[src/rtl/core_clk_rst_pkg.sv]
// shared constants, types and decode functions for the core clock and reset block
package core_clk_rst_pkg;

    localparam int ADDR_W = 8;
    localparam int DATA_W = 32;
    localparam int LAT_W = 4;

    // register byte offsets
    localparam logic [ADDR_W-1:0] PWR_CTRL_OFF = 8'h00;
    localparam logic [ADDR_W-1:0] STATUS_OFF = 8'h04;
    localparam logic [ADDR_W-1:0] WATCH_OFF = 8'h08;
    localparam logic [ADDR_W-1:0] SIMD_STATE_OFF = 8'h0c;
    localparam logic [ADDR_W-1:0] FP_STATE_OFF = 8'h10;

    // power control fields
    localparam int GATE_EN_BIT = 0;
    localparam int LAT_LSB = 4;
    localparam logic [DATA_W-1:0] PWR_CTRL_MASK = 32'h0000_00f1;

    // status fields
    localparam int STAT_MODE_LSB = 0;
    localparam int STAT_CLK_LSB = 4;
    localparam int STAT_RST_LSB = 8;

    // reset values
    localparam logic [DATA_W-1:0] PWR_CTRL_RST = 32'h0000_0000;
    localparam logic [DATA_W-1:0] WATCH_RST = 32'h0000_0000;
    localparam logic [DATA_W-1:0] SIMD_STATE_RST = 32'h0000_0000;
    localparam logic [DATA_W-1:0] FP_STATE_RST = 32'h0000_0000;

    // gated clock domains
    localparam int NUM_GATED = 3;
    localparam int GATE_CORE = 0;
    localparam int GATE_SYSCTL = 1;
    localparam int GATE_SIMD = 2;

    typedef enum logic [2:0] {
        MODE_COLD,
        MODE_WARM,
        MODE_SIMD_POR,
        MODE_DEBUG,
        MODE_RUN,
        MODE_OTHER
    } reset_mode_t;

    function automatic reset_mode_t decode_mode(input logic core_n, input logic simd_n,
                                                input logic dbg_n);
        reset_mode_t m;
        case ({core_n, simd_n, dbg_n})
            3'b000: m = MODE_COLD;
            3'b001: m = MODE_WARM;
            3'b101: m = MODE_SIMD_POR;
            3'b110: m = MODE_DEBUG;
            3'b111: m = MODE_RUN;
            default: m = MODE_OTHER;
        endcase
        return m;
    endfunction : decode_mode

    function automatic logic is_mapped(input logic [ADDR_W-1:0] addr);
        return (addr == PWR_CTRL_OFF) || (addr == STATUS_OFF) || (addr == WATCH_OFF) ||
               (addr == SIMD_STATE_OFF) || (addr == FP_STATE_OFF);
    endfunction : is_mapped

endpackage : core_clk_rst_pkg

[src/rtl/core_clock_reset_gating.sv]
// clock, reset domain and dynamic clock gating control of the core
//
// Functional notes
// - bus outputs change only on enabled edges or in core reset
// - three active-low resets: core, SIMD, debug
// - core reset clears core and FP state
// - SIMD reset clears SIMD engine alone
// - debug reset clears watchpoint values
// - warm reset keeps debug state
// - gating enable and latency in control register
// - integer core clock cut on four stalls
// - system control clock cut when unused
// - SIMD clock cut with no SIMD work
`timescale 1ns/1ps
module core_clock_reset_gating
(
    // clock and bus reset
    input wire logic pclk,
    input wire logic presetn,
    // apb slave
    input wire logic psel,
    input wire logic penable,
    input wire logic pwrite,
    input wire logic [core_clk_rst_pkg::ADDR_W-1:0] paddr,
    input wire logic [core_clk_rst_pkg::DATA_W-1:0] pwdata,
    output logic [core_clk_rst_pkg::DATA_W-1:0] prdata,
    output logic pready,
    output logic pslverr,
    // reset controller
    input wire logic core_reset_n,
    input wire logic simd_reset_n,
    input wire logic debug_reset_n,
    input wire logic simd_clock_off,
    // bus ratio
    input wire logic bus_master_port_bus_clock_enable,
    input wire logic [core_clk_rst_pkg::DATA_W-1:0] core_bus_data,
    input wire logic core_bus_valid,
    output logic [core_clk_rst_pkg::DATA_W-1:0] bus_out_data,
    output logic bus_out_valid,
    // integer core activity
    input wire logic core_empty,
    input wire logic core_full,
    input wire logic icache_linefill_miss,
    input wire logic itlb_miss,
    input wire logic dcache_linefill_miss,
    input wire logic store_stall_lfb_busy,
    // system control activity
    input wire logic sysctl_instr_exec,
    input wire logic sysctl_instr_pipe,
    input wire logic perf_events_en,
    input wire logic debug_en,
    // simd engine activity
    input wire logic simd_instr_engine,
    input wire logic simd_instr_pipe,
    // clock enables and reset state
    output logic core_clk_en,
    output logic sysctl_clk_en,
    output logic simd_clk_en,
    output logic core_in_reset,
    output logic simd_in_reset,
    output logic debug_in_reset,
    output logic [2:0] reset_mode
);
    import core_clk_rst_pkg::*;
    // ---------------- apb access decode
    logic setup_ph, access_ph, wr_ok;
    logic [DATA_W-1:0] rdata_q, rdata_d;

    // ---------------- register state
    logic [DATA_W-1:0] pwr_ctrl_q, pwr_ctrl_d;
    logic [DATA_W-1:0] watch_q, watch_d;
    logic [DATA_W-1:0] simd_state_q, simd_state_d;
    logic [DATA_W-1:0] fp_state_q, fp_state_d;

    // ---------------- reset status
    reset_mode_t mode_q, mode_d;
    logic [2:0] in_rst_q, in_rst_d;

    // ---------------- gating
    logic gate_en;
    logic [LAT_W-1:0] max_lat;
    logic [NUM_GATED-1:0] idle_vec, hold_vec, off_vec, en_vec;
    logic [DATA_W-1:0] status_word;

    assign setup_ph = psel && !penable;
    assign access_ph = psel && penable;
    assign wr_ok = access_ph && pwrite && is_mapped(paddr);
    // zero-wait access phase; read data is captured during setup
    assign pready = 1'b1;
    assign pslverr = access_ph && !is_mapped(paddr);

    assign gate_en = pwr_ctrl_q[GATE_EN_BIT];
    assign max_lat = pwr_ctrl_q[LAT_LSB +: LAT_W];

    always_comb begin
        status_word = '0;
        status_word[STAT_MODE_LSB +: 3] = mode_q;
        status_word[STAT_CLK_LSB +: NUM_GATED] = en_vec;
        status_word[STAT_RST_LSB +: 3] = in_rst_q;
    end

    always_comb begin
        rdata_d = rdata_q;
        if (setup_ph) begin
            case (paddr)
                PWR_CTRL_OFF: rdata_d = pwr_ctrl_q;
                STATUS_OFF: rdata_d = status_word;
                WATCH_OFF: rdata_d = watch_q;
                SIMD_STATE_OFF: rdata_d = simd_state_q;
                FP_STATE_OFF: rdata_d = fp_state_q;
                default: rdata_d = '0;
            endcase
        end
    end

    // each register is cleared by its own reset domain only; reset beats a write
    always_comb begin
        pwr_ctrl_d = pwr_ctrl_q;
        watch_d = watch_q;
        simd_state_d = simd_state_q;
        fp_state_d = fp_state_q;
        if (wr_ok && paddr == PWR_CTRL_OFF) begin
            pwr_ctrl_d = pwdata & PWR_CTRL_MASK;
        end
        if (wr_ok && paddr == WATCH_OFF) begin
            watch_d = pwdata;
        end
        if (wr_ok && paddr == SIMD_STATE_OFF) begin
            simd_state_d = pwdata;
        end
        if (wr_ok && paddr == FP_STATE_OFF) begin
            fp_state_d = pwdata;
        end
        if (!core_reset_n) begin
            pwr_ctrl_d = PWR_CTRL_RST;
            fp_state_d = FP_STATE_RST;
        end
        if (!simd_reset_n) begin
            simd_state_d = SIMD_STATE_RST;
        end
        if (!debug_reset_n) begin
            watch_d = WATCH_RST;
        end
    end

    always_ff @(posedge pclk or negedge presetn) begin
        if (!presetn) begin
            rdata_q <= '0;
            pwr_ctrl_q <= PWR_CTRL_RST;
            watch_q <= WATCH_RST;
            simd_state_q <= SIMD_STATE_RST;
            fp_state_q <= FP_STATE_RST;
        end else begin
            rdata_q <= rdata_d;
            pwr_ctrl_q <= pwr_ctrl_d;
            watch_q <= watch_d;
            simd_state_q <= simd_state_d;
            fp_state_q <= fp_state_d;
        end
    end

    assign prdata = rdata_q;

    // reset level inputs are taken as already synchronous to the clock
    always_comb begin
        mode_d = decode_mode(core_reset_n, simd_reset_n, debug_reset_n);
        in_rst_d = {~debug_reset_n, ~simd_reset_n, ~core_reset_n};
    end

    always_ff @(posedge pclk or negedge presetn) begin
        if (!presetn) begin
            mode_q <= MODE_COLD;
            in_rst_q <= 3'h7;
        end else begin
            mode_q <= mode_d;
            in_rst_q <= in_rst_d;
        end
    end

    assign reset_mode = mode_q;
    assign core_in_reset = in_rst_q[0];
    assign simd_in_reset = in_rst_q[1];
    assign debug_in_reset = in_rst_q[2];

    // idle conditions per gated domain
    always_comb begin
        idle_vec[GATE_CORE] = (core_empty && (icache_linefill_miss || itlb_miss)) ||
                              (core_full && (dcache_linefill_miss || store_stall_lfb_busy));
        idle_vec[GATE_SYSCTL] = !sysctl_instr_exec && !sysctl_instr_pipe &&
                                !perf_events_en && !debug_en;
        idle_vec[GATE_SIMD] = !simd_instr_engine && !simd_instr_pipe;
        // keep clocks running while a domain is in reset so it actually initializes
        hold_vec[GATE_CORE] = !core_reset_n;
        hold_vec[GATE_SYSCTL] = !core_reset_n;
        hold_vec[GATE_SIMD] = !simd_reset_n;
        off_vec = '0;
        // clock-off stops the simd clock even in reset, so release lands on one edge
        off_vec[GATE_SIMD] = simd_clock_off;
    end

    genvar g;
    generate
        for (g = 0; g < NUM_GATED; g++) begin : g_gate
            clock_gate_ctrl u_gate (
                .pclk(pclk),
                .presetn(presetn),
                .enable(gate_en),
                .latency(max_lat),
                .idle(idle_vec[g]),
                .hold_on(hold_vec[g]),
                .force_off(off_vec[g]),
                .clk_en(en_vec[g])
            );
        end
    endgenerate

    assign core_clk_en = en_vec[GATE_CORE];
    assign sysctl_clk_en = en_vec[GATE_SYSCTL];
    assign simd_clk_en = en_vec[GATE_SIMD];

    bus_ratio_port u_bus (
        .pclk(pclk),
        .presetn(presetn),
        .core_reset_n(core_reset_n),
        .bus_master_port_bus_clock_enable(bus_master_port_bus_clock_enable),
        .core_data(core_bus_data),
        .core_valid(core_bus_valid),
        .bus_data(bus_out_data),
        .bus_valid(bus_out_valid)
    );
endmodule : core_clock_reset_gating

[src/rtl/clock_gate_ctrl.sv]
// idle-driven clock enable for one gated domain
`timescale 1ns/1ps
module clock_gate_ctrl
(
    // clock and reset
    input wire logic pclk,
    input wire logic presetn,
    // control
    input wire logic enable,
    input wire logic [core_clk_rst_pkg::LAT_W-1:0] latency,
    input wire logic idle,
    input wire logic hold_on,
    input wire logic force_off,
    // result
    output logic clk_en
);
    import core_clk_rst_pkg::*;
    logic [LAT_W-1:0] cnt_q, cnt_d;
    logic clk_en_q, clk_en_d;
    logic gated;

    always_comb begin
        // idle must persist past the latency window before the clock stops
        gated = enable && idle && !hold_on && (cnt_q >= latency);
        if (!enable || !idle || hold_on) begin
            cnt_d = '0;
        end else if (cnt_q < latency) begin
            cnt_d = cnt_q + 1'b1;
        end else begin
            cnt_d = cnt_q;
        end
        // resume is one cycle after work arrives, inside any latency setting
        clk_en_d = !(force_off || gated);
    end

    always_ff @(posedge pclk or negedge presetn) begin
        if (!presetn) begin
            cnt_q <= '0;
            clk_en_q <= 1'b1;
        end else begin
            cnt_q <= cnt_d;
            clk_en_q <= clk_en_d;
        end
    end

    assign clk_en = clk_en_q;

endmodule : clock_gate_ctrl

[src/rtl/bus_ratio_port.sv]
// master port outputs updated only on bus clock-enable edges, or cleared on any edge while core reset is low
`timescale 1ns/1ps
module bus_ratio_port
(
    // clock and reset
    input wire logic pclk,
    input wire logic presetn,
    input wire logic core_reset_n,
    // ratio strobe
    input wire logic bus_master_port_bus_clock_enable,
    // core side
    input wire logic [core_clk_rst_pkg::DATA_W-1:0] core_data,
    input wire logic core_valid,
    // bus side
    output logic [core_clk_rst_pkg::DATA_W-1:0] bus_data,
    output logic bus_valid
);
    import core_clk_rst_pkg::*;
    logic [DATA_W-1:0] data_q, data_d;
    logic valid_q, valid_d;

    always_comb begin
        data_d = data_q;
        valid_d = valid_q;
        if (!core_reset_n) begin
            data_d = '0;
            valid_d = 1'b0;
        end else if (bus_master_port_bus_clock_enable) begin
            data_d = core_data;
            valid_d = core_valid;
        end
    end

    always_ff @(posedge pclk or negedge presetn) begin
        if (!presetn) begin
            data_q <= '0;
            valid_q <= 1'b0;
        end else begin
            data_q <= data_d;
            valid_q <= valid_d;
        end
    end

    assign bus_data = data_q;
    assign bus_valid = valid_q;

endmodule : bus_ratio_port

[config.mk]
export PLATFORM = sky130hd
export DESIGN_NAME = core_clock_reset_gating
export DESIGN_NICKNAME = d
export VERILOG_FILES = /design/src/rtl/core_clk_rst_pkg.sv /design/src/rtl/core_clock_reset_gating.sv /design/src/rtl/clock_gate_ctrl.sv /design/src/rtl/bus_ratio_port.sv
export SDC_FILE = /design/constraint.sdc
export NUM_CORES = 1
export LEC_CHECK = 0
export BUFFER_PORTS_ARGS = -buffer_cell sky130_fd_sc_hd__buf_4
export CORE_ASPECT_RATIO = 0.75
export CORE_MARGIN = 2
export CORE_UTILIZATION = 40
export CTS_BUF_LIST = sky130_fd_sc_hd__clkbuf_4 sky130_fd_sc_hd__clkbuf_8 sky130_fd_sc_hd__clkbuf_16
export CTS_CLUSTER_DIAMETER = 120
export CTS_CLUSTER_SIZE = 24
export DETAILED_ROUTE_END_ITERATION = 8
export GPL_ROUTABILITY_DRIVEN = 1
export SYNTH_ARGS = -nofsm -noshare
export SYNTH_HDL_FRONTEND = slang
export SYNTH_SLANG_ARGS = --single-unit
[constraint.sdc]
create_clock -name pclk -period 2.6 [get_ports pclk]
set_clock_uncertainty 0.1 [all_clocks]
set_input_delay 0.39 -clock pclk [delete_from_list [all_inputs] [get_ports pclk]]
set_output_delay 0.39 -clock pclk [all_outputs]
set_load 0.05 [all_outputs]
==> results, run 1 <==
- The floorplan die area is 22000 sq um.
- The number of different library cells used by synthesis comes to between 50 and 60.
- The number of optimization iterations in the first detailed-route pass is 5.
- The fraction of synthesized cell area taken by the top area cell type is 0.545.
- In this run the standard cell core region covers 20300 sq um.
- The tool flagged a number of max-cap violations equal to 0.
- Port buffering added 169 buffers.
- The relative contribution of combinational cells to total power is 0.101.
- The relative area change from synthesis to final layout is 26.2%.
- The total vias in the final route is 6639.
- The weighted congestion at the end of routability-driven global placement is around 0.8.
- The Yosys warning count is 0.
- The launching element type of the critical path is a flop.
- The maximum resistive drop on vdd is 0.331 mV.
- The H-tree was split into 4 levels.
- Counting I/O delays and the setup requirement, the final critical path takes roughly 2000 ps.
- For this run, the register share of the synthesized area comes to 0.564.
- The initial DRC count is 485.
- The reported leakage power is 4.84 nW.
- The final layout contains routed wiring with a total length of 22.6 mm.
- For this design the ratio of total power to cell area is 589 nW/um^2.
- Of all nets on the critical path, the largest fanout is 6.
- The number of gates resized after CTS was 0.
- The critical path goes through inv_1 > ha_1 > nor2b_1 > o31a_1 > or4_1 > a21oi_1.
- After floorplanning, the core was divided into 45 placement rows.
- The dominant cell by count in the synthesized netlist is sky130_fd_sc_hd__dfrtp_1.
- For this run, the slowest stage of the critical path takes between 400 and 500 ps.
- The number of nets produced by synthesis is 898.
- The fraction of final layout cells sized beyond drive strength 1 is 0.256.
- The synthesized design contains 0 enable-type register cells.
- In this run the cell area of the synthesized design comes to between 8000 and 9000 sq um.
- The height of the die is 129 um.
- Setup slack on the worst reg-to-reg path comes out at 590 ps.
- The all-layer global routing usage is 0.210.
- After synthesis the netlist holds a flip-flop and latch count of 187.
- The async set-reset flop share out of synthesis is 1.00.
- The sequential share of power is 0.481.
- Setup repair after global routing left no endpoint under its margin.
- The startpoint identified for the worst register-to-register timing path is pwr_ctrl_q[5]$_DFFE_PN0P_.
- After detailed placement, the design holds a cell count of 1197.
- In this run the critical register-to-register path is captured at g_gate[0].u_gate.cnt_q[3]$_DFFE_PN0P_.
- Measured along the x axis, the die boundary spans 170 um.
- Of the total power, the share spent switching nets is 0.262.
- Clock-pin slew was measured on the worst setup and hold paths at 70 ps.
- Sorting the synthesized cells by area gives the leading types as sky130_fd_sc_hd__dfrtp_1 54%, sky130_fd_sc_hd__o21ai_0 5.2%, sky130_fd_sc_hd__a22oi_1 4.6%, sky130_fd_sc_hd__mux2i_1 4.5%, sky130_fd_sc_hd__nand3_1 4.3%.
- After the flow finishes, the layout carries non-filler instances totaling 1230.
- The number of sinks driven by the clock tree is between 150 and 200.
- In this run the clock root is driven by a sky130_fd_sc_hd__clkbuf_16.
- The post-synthesis area per instance is 10.5 sq um.
- The path type of the worst min-delay path is input port to flop.
- The total number of nets in the final design is 1045.
- The number of global-route vias before repair is 6261.
- Entering global routing, the biggest net connects 70 pins.
- The length in cells of the worst reg-to-reg path is 6.
- The share of the cycle needed by the critical path after routing is 0.772.
- TritonCTS built the clock tree.
- The worst slew slack as a fraction of its limit is 0.505.
- The final hold violation count came to 0.
- The part of the total power dissipated in the clock network is 0.418.
- The worst-case clock buffer depth is 2.
- In the synthesized netlist the dominant register cell turns out to be sky130_fd_sc_hd__dfrtp_1.
- The cell-internal power is 0.00456 W.
- At the worst endpoint, the arrival time is 2260 ps.
- For this configuration, the core starts out at a cell density of 0.409.
- STA classifies the critical path endpoint as a flop.
- The instance count of the mapped netlist is 788.
- After routing, the total negative slack on setup checks comes to 0 ps.
- The post-synthesis cell type with the largest combined area is sky130_fd_sc_hd__dfrtp_1.
- The clock network latency to the later pin of the worst-skew pair is 420 ps.
- In this run, CTS created clock tree buffers numbering 17.
- The maximum clock frequency is 498 MHz.
- 171 I/O pins were placed.
- The post-detailed-route via-to-cell ratio is ~5.4.
- The required time of the worst setup path is 2860 ps.
- The half-perimeter wire length of the detailed placement result is 15.1 mm.
- The classification of the worst setup path is flop to flop.
- The number of antenna violations at the first check in global routing is 0.
- The slew of the pin with the lowest slew margin is 742 ps.
- The worst hold path was traced through 2 stages.
- The DRC violations left is 0.
- The destination of the worst hold path is g_gate[2].u_gate.clk_en$_DFF_PN1_.
- The run finished with clean final reports.
- The wire length of the first global-routing pass is 35.6 mm.
- Summed over all layers, the global routing overflow is 0.
- The count of nets left with antenna violations once routing finished came out at 0.
- The count of pins over their slew limit came to 0.
- After detailed routing, the average wire length per cell comes to 18.4 um.
- In this run the most critical hold path is launched from simd_clock_off.
- The final antenna diode count is 0.
- The final count of negative-setup-slack endpoints is 0.
- Summed over all nets, the switching power comes to around 0.0016 W.
- The commonest cells after synthesis are 181 x sky130_fd_sc_hd__dfrtp_1, 86 x sky130_fd_sc_hd__o21ai_0, 75 x sky130_fd_sc_hd__nand2_1, 71 x sky130_fd_sc_hd__nand3_1, 51 x sky130_fd_sc_hd__a22oi_1.
- The slowest stage of the critical path belongs to the cell sky130_fd_sc_hd__or4_1.
==> critical path, delay by kind of cell, from the launching register on <==
kind / cells / cell delay [ps]
buffers and inverters: 1 / 120
AO/OA/AOI/OAI: 2 / 450
flip-flops: 1 / 400
AND/OR/NAND/NOR: 2 / 610
adder cells (fa/ha/maj): 1 / 250
==> layout by cell type (no fill, tap or decap), types with 4 or more instances in the layout <==
cell type                    instances
sky130_fd_sc_hd__or3_1               5
sky130_fd_sc_hd__o21ai_1            20
sky130_fd_sc_hd__inv_1               9
sky130_fd_sc_hd__nand2b_1            4
sky130_fd_sc_hd__a22oi_1            51
sky130_fd_sc_hd__dfstp_2             6
sky130_fd_sc_hd__o21ai_0            86
sky130_fd_sc_hd__ha_1               15
sky130_fd_sc_hd__clkbuf_16          17
sky130_fd_sc_hd__a22o_1             32
sky130_fd_sc_hd__a21oi_1            18
sky130_fd_sc_hd__buf_4             183
sky130_fd_sc_hd__clkinvlp_4          5
sky130_fd_sc_hd__nor2_1             43
sky130_fd_sc_hd__o31ai_1             7
sky130_fd_sc_hd__or4_1               4
sky130_fd_sc_hd__nand2_1            75
sky130_fd_sc_hd__nor2b_1             7
sky130_fd_sc_hd__buf_12              5
sky130_fd_sc_hd__nand3_1            71
sky130_fd_sc_hd__mux2i_1            37
sky130_fd_sc_hd__a32o_1              5
sky130_fd_sc_hd__dfrtp_1           181
==> layer usage <==
metal  vias to the layer above  GRT usage  part of all wire
met5                         -          0                 0
met4                         0     0.0387            0.0047
met3                        10     0.0548             0.072
met2                       219      0.292              0.41
met1                      3257      0.330              0.51
li1                       3153          -                 -
==> stage by stage <==
stage / area (sq um) / utilization / total power [W] / setup slack, ps / hold slack, ps
2_1_floorplan: 8310 / - / 0.00333 / 425 / -5.59
3_3_place_gp: 9890 / 0.487 / 0.00366 / 523 / 289
3_5_place_dp: 9890 / 0.487 / 0.00366 / 495 / 293
4_1_cts: 10500 / 0.516 / 0.00626 / 584 / 3.11
5_1_grt: 10500 / 0.516 / 0.00642 / 479 / 19.0
6_report: 10500 / 0.516 / 0.00618 / 593 / 24.2
==> cells by family (layout without fill, tap and decap cells) <==
logic type      Yosys count  after routing  share of synthesized area
buf+inv                  72            232                     0.0372
xor+xnor                  2              2                    0.00211
simple gates            237            237                      0.139
compound gates          234            234                      0.182
mux                      40             40                     0.0527
flops                   187            187                      0.564
other cells               1              1                   0.000451
fa+ha+maj                15             15                     0.0226
==> sequential cells by signal (all words and copies together), names as in the netlist, 3 cells and up <==
signal and count:
fp_state_q 32, g_gate.u_gate.clk_en 3, g_gate.u_gate.cnt_q 12, in_rst_q 3, prdata 32, pwr_ctrl_q 5
reset_mode 3, simd_state_q 32, u_bus.bus_data 32, watch_q 32
==> power by group through the flow <==
stage | clock network (W) | logic (W) | registers [W]
5_1_grt | 0.00277 | 0.000675 | 0.00298
4_1_cts | 0.00266 | 0.000634 | 0.00297
3_3_place_gp | 0 | 0.000629 | 0.00303
3_5_place_dp | 0 | 0.000631 | 0.00303
6_report | 0.00258 | 0.000627 | 0.00297
2_1_floorplan | 0 | 0.000173 | 0.00315
==> final cells by class <==
type | count | area (sq um)
fillers | 1858 | 9830
inverters | 10 | 37.5
repair buffers | 190 | 1500
flip-flops and latches | 187 | 4690
clock buffers | 19 | 453
multi-input cells | 529 | 3330
well taps | 282 | 353
clock inverters | 13 | 134
==> worst max path at each step <==
stage	from	endpoint	slack (ps)	cells past startpoint
2_1_floorplan	paddr[4]	pslverr	430	3
3_3_place_gp	penable	simd_state_q[14]$_DFFE_PN0P_	520	6
3_5_place_dp	penable	simd_state_q[11]$_DFFE_PN0P_	500	6
4_1_cts	pwr_ctrl_q[5]$_DFFE_PN0P_	g_gate[0].u_gate.cnt_q[3]$_DFFE_PN0P_	580	6
5_1_grt	pwr_ctrl_q[6]$_DFFE_PN0P_	g_gate[1].u_gate.cnt_q[3]$_DFFE_PN0P_	480	6
6_report	pwr_ctrl_q[5]$_DFFE_PN0P_	g_gate[0].u_gate.cnt_q[3]$_DFFE_PN0P_	590	6
==> timing repair <==
item / CTS / global route
setup buffers: 0 / 0
endpoints found under the hold margin: 48 / 0
endpoints found under the setup margin: 0 / 0
hold buffers: 1 / 0
No activity file was read; power rests on OpenSTA's default activity.
==> run 2: changes to the inputs <==
Clock period 2.6 ns to 1.85 ns, I/O delays scaled along.
==> run 2 against run 1 <==
The flow now finishes with violations (setup timing). Total power increased by 41%. Hold slack got worse by 16 ps. Die area unchanged. Critical path depth unchanged. Critical path type unchanged. Largest cell class unchanged.
==> results, run 2 (synthesis results as in run 1) <==
- The final hold violation count came to 0 (unchanged).
- The count of pins over their slew limit is 0 (unchanged).
- The worst-case clock buffer depth was 2 (unchanged).
- The slew of the pin with the lowest slew margin came to 729 ps (-13.5 ps).
- Walking the worst path, the cells encountered are inv_2 > ha_4 > nor2b_1 > o31a_1 > or4_4 > a21oi_2.
- The area of the placeable core is 20300 sq um (unchanged).
- The number of rows created at floorplan is 45 (unchanged).
- The area after detailed placement came to 10200 sq um (+2.8%).
- The detailed-route wire length is 23.7 mm (+4.9%).
- The number of antenna violations at the first check in global routing is 0 (unchanged).
- The endpoint class of the critical path is a flop.
- The length in cells of the worst reg-to-reg path was 6 (unchanged).
- The library cells used most frequently in the layout, excluding fill and tap cells, are 210 x sky130_fd_sc_hd__buf_4, 181 x sky130_fd_sc_hd__dfrtp_1, 83 x sky130_fd_sc_hd__o21ai_0, 75 x sky130_fd_sc_hd__nand2_1, 71 x sky130_fd_sc_hd__nand3_1.
- The wire length of the first global-routing pass is 37.3 mm (+4.8%).
- STA classifies the critical path startpoint as a flop.
- The startpoint of the worst register-to-register path is pwr_ctrl_q[5]$_DFFE_PN0P_.
- The max-cap check violation count is 0 (unchanged).
- Setup repair after global routing could not meet its margin everywhere.
- The final critical-path required period was 1880 ps (-125 ps).
- The floorplan die area is 22000 sq um (unchanged).
- The post-detailed-route via-to-cell ratio is 5.37 (-0.54%).
- The largest fanout on the critical path is 5 (-1).
- The all-layer global routing usage is 0.219 (+0.00929).
- The smallest setup slack after layout came to -32.0 ps (-625 ps).
- The final antenna diode count is 0 (unchanged).
- The critical path's slowest cell is sky130_fd_sc_hd__or4_4.
- The number of placed cells counting well taps came to 1225 (+2.3%).
- The number of cells in the finished layout apart from fillers is 1320 (+7.3%).
- The residual antenna-violating net count after detailed routing is 0 (unchanged).
- The instance count along the most critical hold path is 3 (+1).
- TritonCTS built the clock tree.
- The share of the cycle needed by the critical path after routing is 1.02 (+0.245).
- The DRC violations left was 0 (unchanged).
- The detailed-route wire length per cell is 18.0 um (-2.2%).
- The total number of nets in the final design is 1136 (+8.7%).
- The worst slew slack as a fraction of its limit is 0.514 (+0.00897).
- The clock-pin slew on the worst setup and hold paths is 70 ps (about the same).
- The height of the die came to 129 um (unchanged).
- The total clock buffers created by CTS is 17 (unchanged).
- The initial DRC count was 662 (+36%).
- The maximum resistive drop on vdd came to 0.532 mV (+61%).
- The data arrival time of the worst path is 2150 ps (-110 ps).
- The number of global-route vias before repair came to 6761 (+8.0%).
- The final non-filler cell area came to 11400 sq um (+8.8%).
- The reported leakage power is 5.26 nW (+8.8%).
- The most common cell after layout, fill and taps aside is sky130_fd_sc_hd__buf_4.
- The weighted congestion at the end of routability-driven global placement is 0.748 (-4.0%).
- The power density of the placed cells is 766 nW/um^2 (+30%).
- The fraction of final layout cells sized beyond drive strength 1 is 0.277 (+0.0211).
- The clock network latency to the later pin of the worst-skew pair came to 440 ps (+20 ps).
- The number of H-tree levels is 4 (unchanged).
- The final count of negative-setup-slack endpoints is 1 (+1).
- The overall die width is 170 um (unchanged).
- The required time of the worst setup path was 2110 ps (-750 ps).
- The number of buffers added on ports is 169 (unchanged).
- The run finished, with violations left.
- The relative area change from synthesis to final layout is 37.3%.
- The total vias in the final route is 7086 (+6.7%).
- The maximum clock frequency came to 531 MHz (+6.6%).
- The classification of the worst setup path is flop to flop.
- The origin of the worst min-delay path is core_bus_data[21].
- The critical path launch point is pwr_ctrl_q[5]$_DFFE_PN0P_.
- The effective utilization at floorplan was 0.409 (unchanged).
- The number of sinks driven by the clock tree came to 187 (unchanged).
- The maximum cell stage delay along the critical path is 430 ps (-40 ps).
- The number of optimization iterations in the first detailed-route pass is 5 (unchanged).
- The half-perimeter wire length of the detailed placement result came to 15.8 mm (+4.6%).
- The tree is rooted in a sky130_fd_sc_hd__clkbuf_16.
- The final global-route overflow total is 0 (unchanged).
- The checks that failed: setup timing.
- The worst hold path belongs to the class input port to flop.
- The number of top-level pins was 171 (unchanged).
- The worst hold slack is 8.18 ps (-16.0 ps).
- The largest net degree at the start of global routing is 72 (+2.9%).
==> run 2: cell count changes in the layout (fill, tap and decap cells not counted), moves of 3 or more <==
cell and change:
sky130_fd_sc_hd__inv_2 +3, sky130_fd_sc_hd__buf_12 +4, sky130_fd_sc_hd__a21oi_1 -5, sky130_fd_sc_hd__dlygate4sd3_1 +60
sky130_fd_sc_hd__o21ai_0 -3, sky130_fd_sc_hd__inv_1 -3, sky130_fd_sc_hd__buf_4 +27, sky130_fd_sc_hd__clkinv_4 +3
sky130_fd_sc_hd__a21oi_2 +5
==> run 2: worst paths after layout <==
check                      slack, ps                               endpoint
max                              -30  g_gate[0].u_gate.cnt_q[3]$_DFFE_PN0P_
min                                8         u_bus.bus_data[21]$_DFFE_PN0P_
max reg2reg                      -30  g_gate[0].u_gate.cnt_q[3]$_DFFE_PN0P_
min reg2reg                      400           simd_state_q[10]$_DFFE_PN0P_
max in group asynchronous        690                  in_rst_q[1]$_DFF_PN1_
min in group asynchronous        270                 prdata[23]$_DFFE_PN0P_
==> run 2: per-stage QoR <==
step           TNS (ps)  setup WS (ps)  utilization  total power [W]
2_1_floorplan         0           62.6            -          0.00467
3_3_place_gp       -128          -16.7        0.500          0.00516
3_5_place_dp       -466          -59.7        0.500          0.00517
4_1_cts               0           10.3        0.558          0.00880
5_1_grt            -141          -88.2        0.562          0.00908
6_report          -32.0          -32.0        0.562          0.00874
==> run 2: layer usage <==
layer	part of all wire	track usage	vias up	wire length, um
met2	0.43	0.325	247	10200
li1	-	-	3341	-
met4	0.0064	0.0367	0	152
met3	0.074	0.0538	12	1750
met1	0.49	0.331	3486	11600
met5	0	0	-	0
==> run 2: critical path, delay by kind of cell, from the launching register on <==
kind	cells	cell delay (ps)
fa+ha+maj	1	200
buf+inv	1	100
compound gates	2	450
simple gates	2	570
flops	1	390
==> run 2: cell type report <==
class,count,area [sq um]
inverters,10,37.5
fillers,1772,8910
clock inverters,12,119
well taps,282,353
clock buffers,19,447
repair buffers,281,2380
flip-flops and latches,187,4690
multi-input cells,529,3390
==> run 2: where the power goes <==
part | switching [W] | internal, W | leakage, nW
logic | 0.000606 | 0.000412 | 2.43
registers | 0.0000326 | 0.00414 | 2.56
clock network | 0.00163 | 0.00191 | 0.269
total | 0.00227 | 0.00647 | 5.26
==> run 2: what timing repair did <==
| action | 4_1_cts | 5_1_grt |
|---|---|---|
| setup buffers | 0 | 3 |
| endpoints found under the setup margin | 2 | 8 |
| pin swaps | 1 | 5 |
| hold buffers | 60 | 1 |
| gates resized for setup | 2 | 13 |
| hold endpoints to repair | 116 | 1 |
==> run 3: changes to the inputs <==
Settings changed: MAX_ROUTING_LAYER from default to met4.
==> run 3 against run 2 <==
The run still ends with setup timing left. Cell count is the same. Setup slack better by 0.99 ps. Clock power about the same. Sequential share of layout area stayed put.
==> results, run 3 (synthesis results as in run 1) <==
- The run finished, with violations left.
- The final reports fail on setup timing.
- The utilization of the core after routing is 0.562 (unchanged).
- The number of optimization iterations in the first detailed-route pass is 5 (unchanged).
- The number of sinks driven by the clock tree is 187 (unchanged).
- The share of the cycle needed by the critical path after routing is 1.02 (about the same).
- The reported leakage power was 5.26 nW (unchanged).
- The residual antenna-violating net count after detailed routing came to 0 (unchanged).
- The most common cell after layout, fill and taps aside is sky130_fd_sc_hd__buf_4.
- The maximum resistive drop on vdd is 0.532 mV (about the same).
- The wire length of the first global-routing pass is 37.3 mm (unchanged).
- The area of the placeable core is 20300 sq um (unchanged).
- The initial DRC count is 583 (-12%).
- The total vias in the final route is 7067 (-0.27%).
- The total clock buffers created by CTS was 17 (unchanged).
- The largest net degree at the start of global routing came to 72 (unchanged).
- The data arrival time of the worst path is 2140 ps (about the same).
- The post-placement setup slack was -59.7 ps (unchanged).
- The max-cap check violation count is 0 (unchanged).
- The detailed-route wire length was 23.6 mm (-0.27%).
- The total number of nets in the final design is 1136 (unchanged).
- The slew of the pin with the lowest slew margin was 735 ps (+6.23 ps).
- STA classifies the critical path startpoint as a flop.
- The maximum clock frequency is 532 MHz (about the same).
- Traced cell by cell, the critical path runs through inv_2 > ha_4 > nor2b_1 > o31a_1 > or4_4 > a21oi_2.
- Setup repair after global routing could not meet its margin everywhere.
- The post-detailed-route via-to-cell ratio was 5.35 (-0.27%).
- The power density of the placed cells was 765 nW/um^2 (about the same).
- The final global-route overflow total was 0 (unchanged).
- The overall die width is 170 um (unchanged).
- The path type of the worst min-delay path is input port to flop.
- The height of the die was 129 um (unchanged).
- The final hold violation count is 0 (unchanged).
- The aggregate negative setup slack came to -31.0 ps (+0.990 ps).
- The detailed-route wire length per cell is 17.9 um (-0.27%).
- The required time of the worst setup path is 2110 ps (about the same).
- The clock-pin slew on the worst setup and hold paths is 70 ps (about the same).
- The final antenna diode count was 0 (unchanged).
- The number of top-level pins came to 171 (unchanged).
- In the layout the commonest cells are 210 x sky130_fd_sc_hd__buf_4, 181 x sky130_fd_sc_hd__dfrtp_1, 83 x sky130_fd_sc_hd__o21ai_0, 75 x sky130_fd_sc_hd__nand2_1, 71 x sky130_fd_sc_hd__nand3_1.
- The fraction of final layout cells sized beyond drive strength 1 is 0.277 (unchanged).
- The worst slew slack as a fraction of its limit came to 0.510 (-0.00415).
- The classification of the worst setup path is flop to flop.
- TritonCTS built the clock tree.
- The tree is rooted in a sky130_fd_sc_hd__clkbuf_16.
- The smallest setup slack after layout is -31.0 ps (+0.990 ps).
- The number of global-route vias before repair came to 6760 (-0.015%).
- The number of rows created at floorplan is 45 (unchanged).
- The half-perimeter wire length of the detailed placement result is 15.8 mm (unchanged).
- The endpoint class of the critical path is a flop.
- The number of placed cells counting well taps is 1225 (unchanged).
- The floorplan die area is 22000 sq um (unchanged).
- The clock network latency to the later pin of the worst-skew pair was 430 ps (about the same).
- The largest fanout on the critical path is 5 (unchanged).
- The number of H-tree levels came to 4 (unchanged).
- The DRC violations left is 0 (unchanged).
- The relative area change from synthesis to final layout was 37.3% (unchanged).
- The effective utilization at floorplan is 0.409 (unchanged).
- The number of filler cells placed in the layout was 1772 (unchanged).
- The number of cells in the finished layout apart from fillers came to 1320 (unchanged).
- The critical path's slowest cell is sky130_fd_sc_hd__or4_4.
- The final count of negative-setup-slack endpoints is 1 (unchanged).
- The all-layer global routing usage is 0.226 (+0.00706).
- The number of buffers added on ports is 169 (unchanged).
- The overall power of the completed layout was 0.00874 W (about the same).
- The number of antenna violations at the first check in global routing was 0 (unchanged).
- The count of pins over their slew limit is 0 (unchanged).
- The maximum cell stage delay along the critical path was 430 ps (about the same).
- The worst-case clock buffer depth is 2 (unchanged).
- The final critical-path required period is 1880 ps (-0.990 ps).
- The weighted congestion at the end of routability-driven global placement is 0.758 (+1.3%).
[run 3: timing repair]
| action | in CTS | in global routing |
|---|---|---|
| hold buffers | 60 | 1 |
| resized for setup | 2 | 13 |
| pin swaps | 1 | 5 |
| hold endpoints to repair | 116 | 1 |
| buffers inserted | 0 | 3 |
| endpoints found under the setup margin | 2 | 8 |
[run 3: report_power, final]
part | switching [W] | total (W) | internal (W)
clock | 0.00163 | 0.00355 | 0.00191
sequential | 0.0000328 | 0.00418 | 0.00414
combinational | 0.000606 | 0.00102 | 0.000412
[run 3: layout make-up]
type	instances	area, sq um	share of cell area
well taps	282	353	0.0309
clock inverters	12	119	0.0104
inverters	10	37.5	0.00329
flip-flops and latches	187	4690	0.411
repair buffers	281	2380	0.209
multi-input cells	529	3390	0.297
clock buffers	19	447	0.0391
[run 3: worst max-delay path: cells and delay by family (launching register included)]
family | cells | cell delay [ps]
simple gates | 2 | 570
compound gates | 2 | 450
flops | 1 | 390
buf+inv | 1 | 100
fa+ha+maj | 1 | 200
[run 3: through the flow]
stage | instance area [sq um] | hold slack, ps
global placement | 10200 | 163
floorplan | 8330 | -118
detailed placement | 10200 | 162
global route | 11400 | 1.62
CTS | 11300 | 0.484
finish | 11400 | 7.57
[run 3: path summary, 6_finish.rpt]
check	start	endpoint	slack, ps	cells after the start
max	pwr_ctrl_q[5]$_DFFE_PN0P_	g_gate[0].u_gate.cnt_q[3]$_DFFE_PN0P_	-30	6
min	core_bus_data[21]	u_bus.bus_data[21]$_DFFE_PN0P_	8	3
max reg2reg	pwr_ctrl_q[5]$_DFFE_PN0P_	g_gate[0].u_gate.cnt_q[3]$_DFFE_PN0P_	-30	6
min reg2reg	simd_state_q[10]$_DFFE_PN0P_	simd_state_q[10]$_DFFE_PN0P_	400	1
max in group asynchronous	presetn	in_rst_q[1]$_DFF_PN1_	700	3
min in group asynchronous	presetn	prdata[23]$_DFFE_PN0P_	260	2
[run 3: per-layer routing]
metal,global-route usage,share of wire,vias up
met5,-,0,-
met2,0.326,0.43,218
met4,0.0367,0.0063,0
met3,0.0517,0.071,12
li1,-,-,3343
met1,0.332,0.49,3494
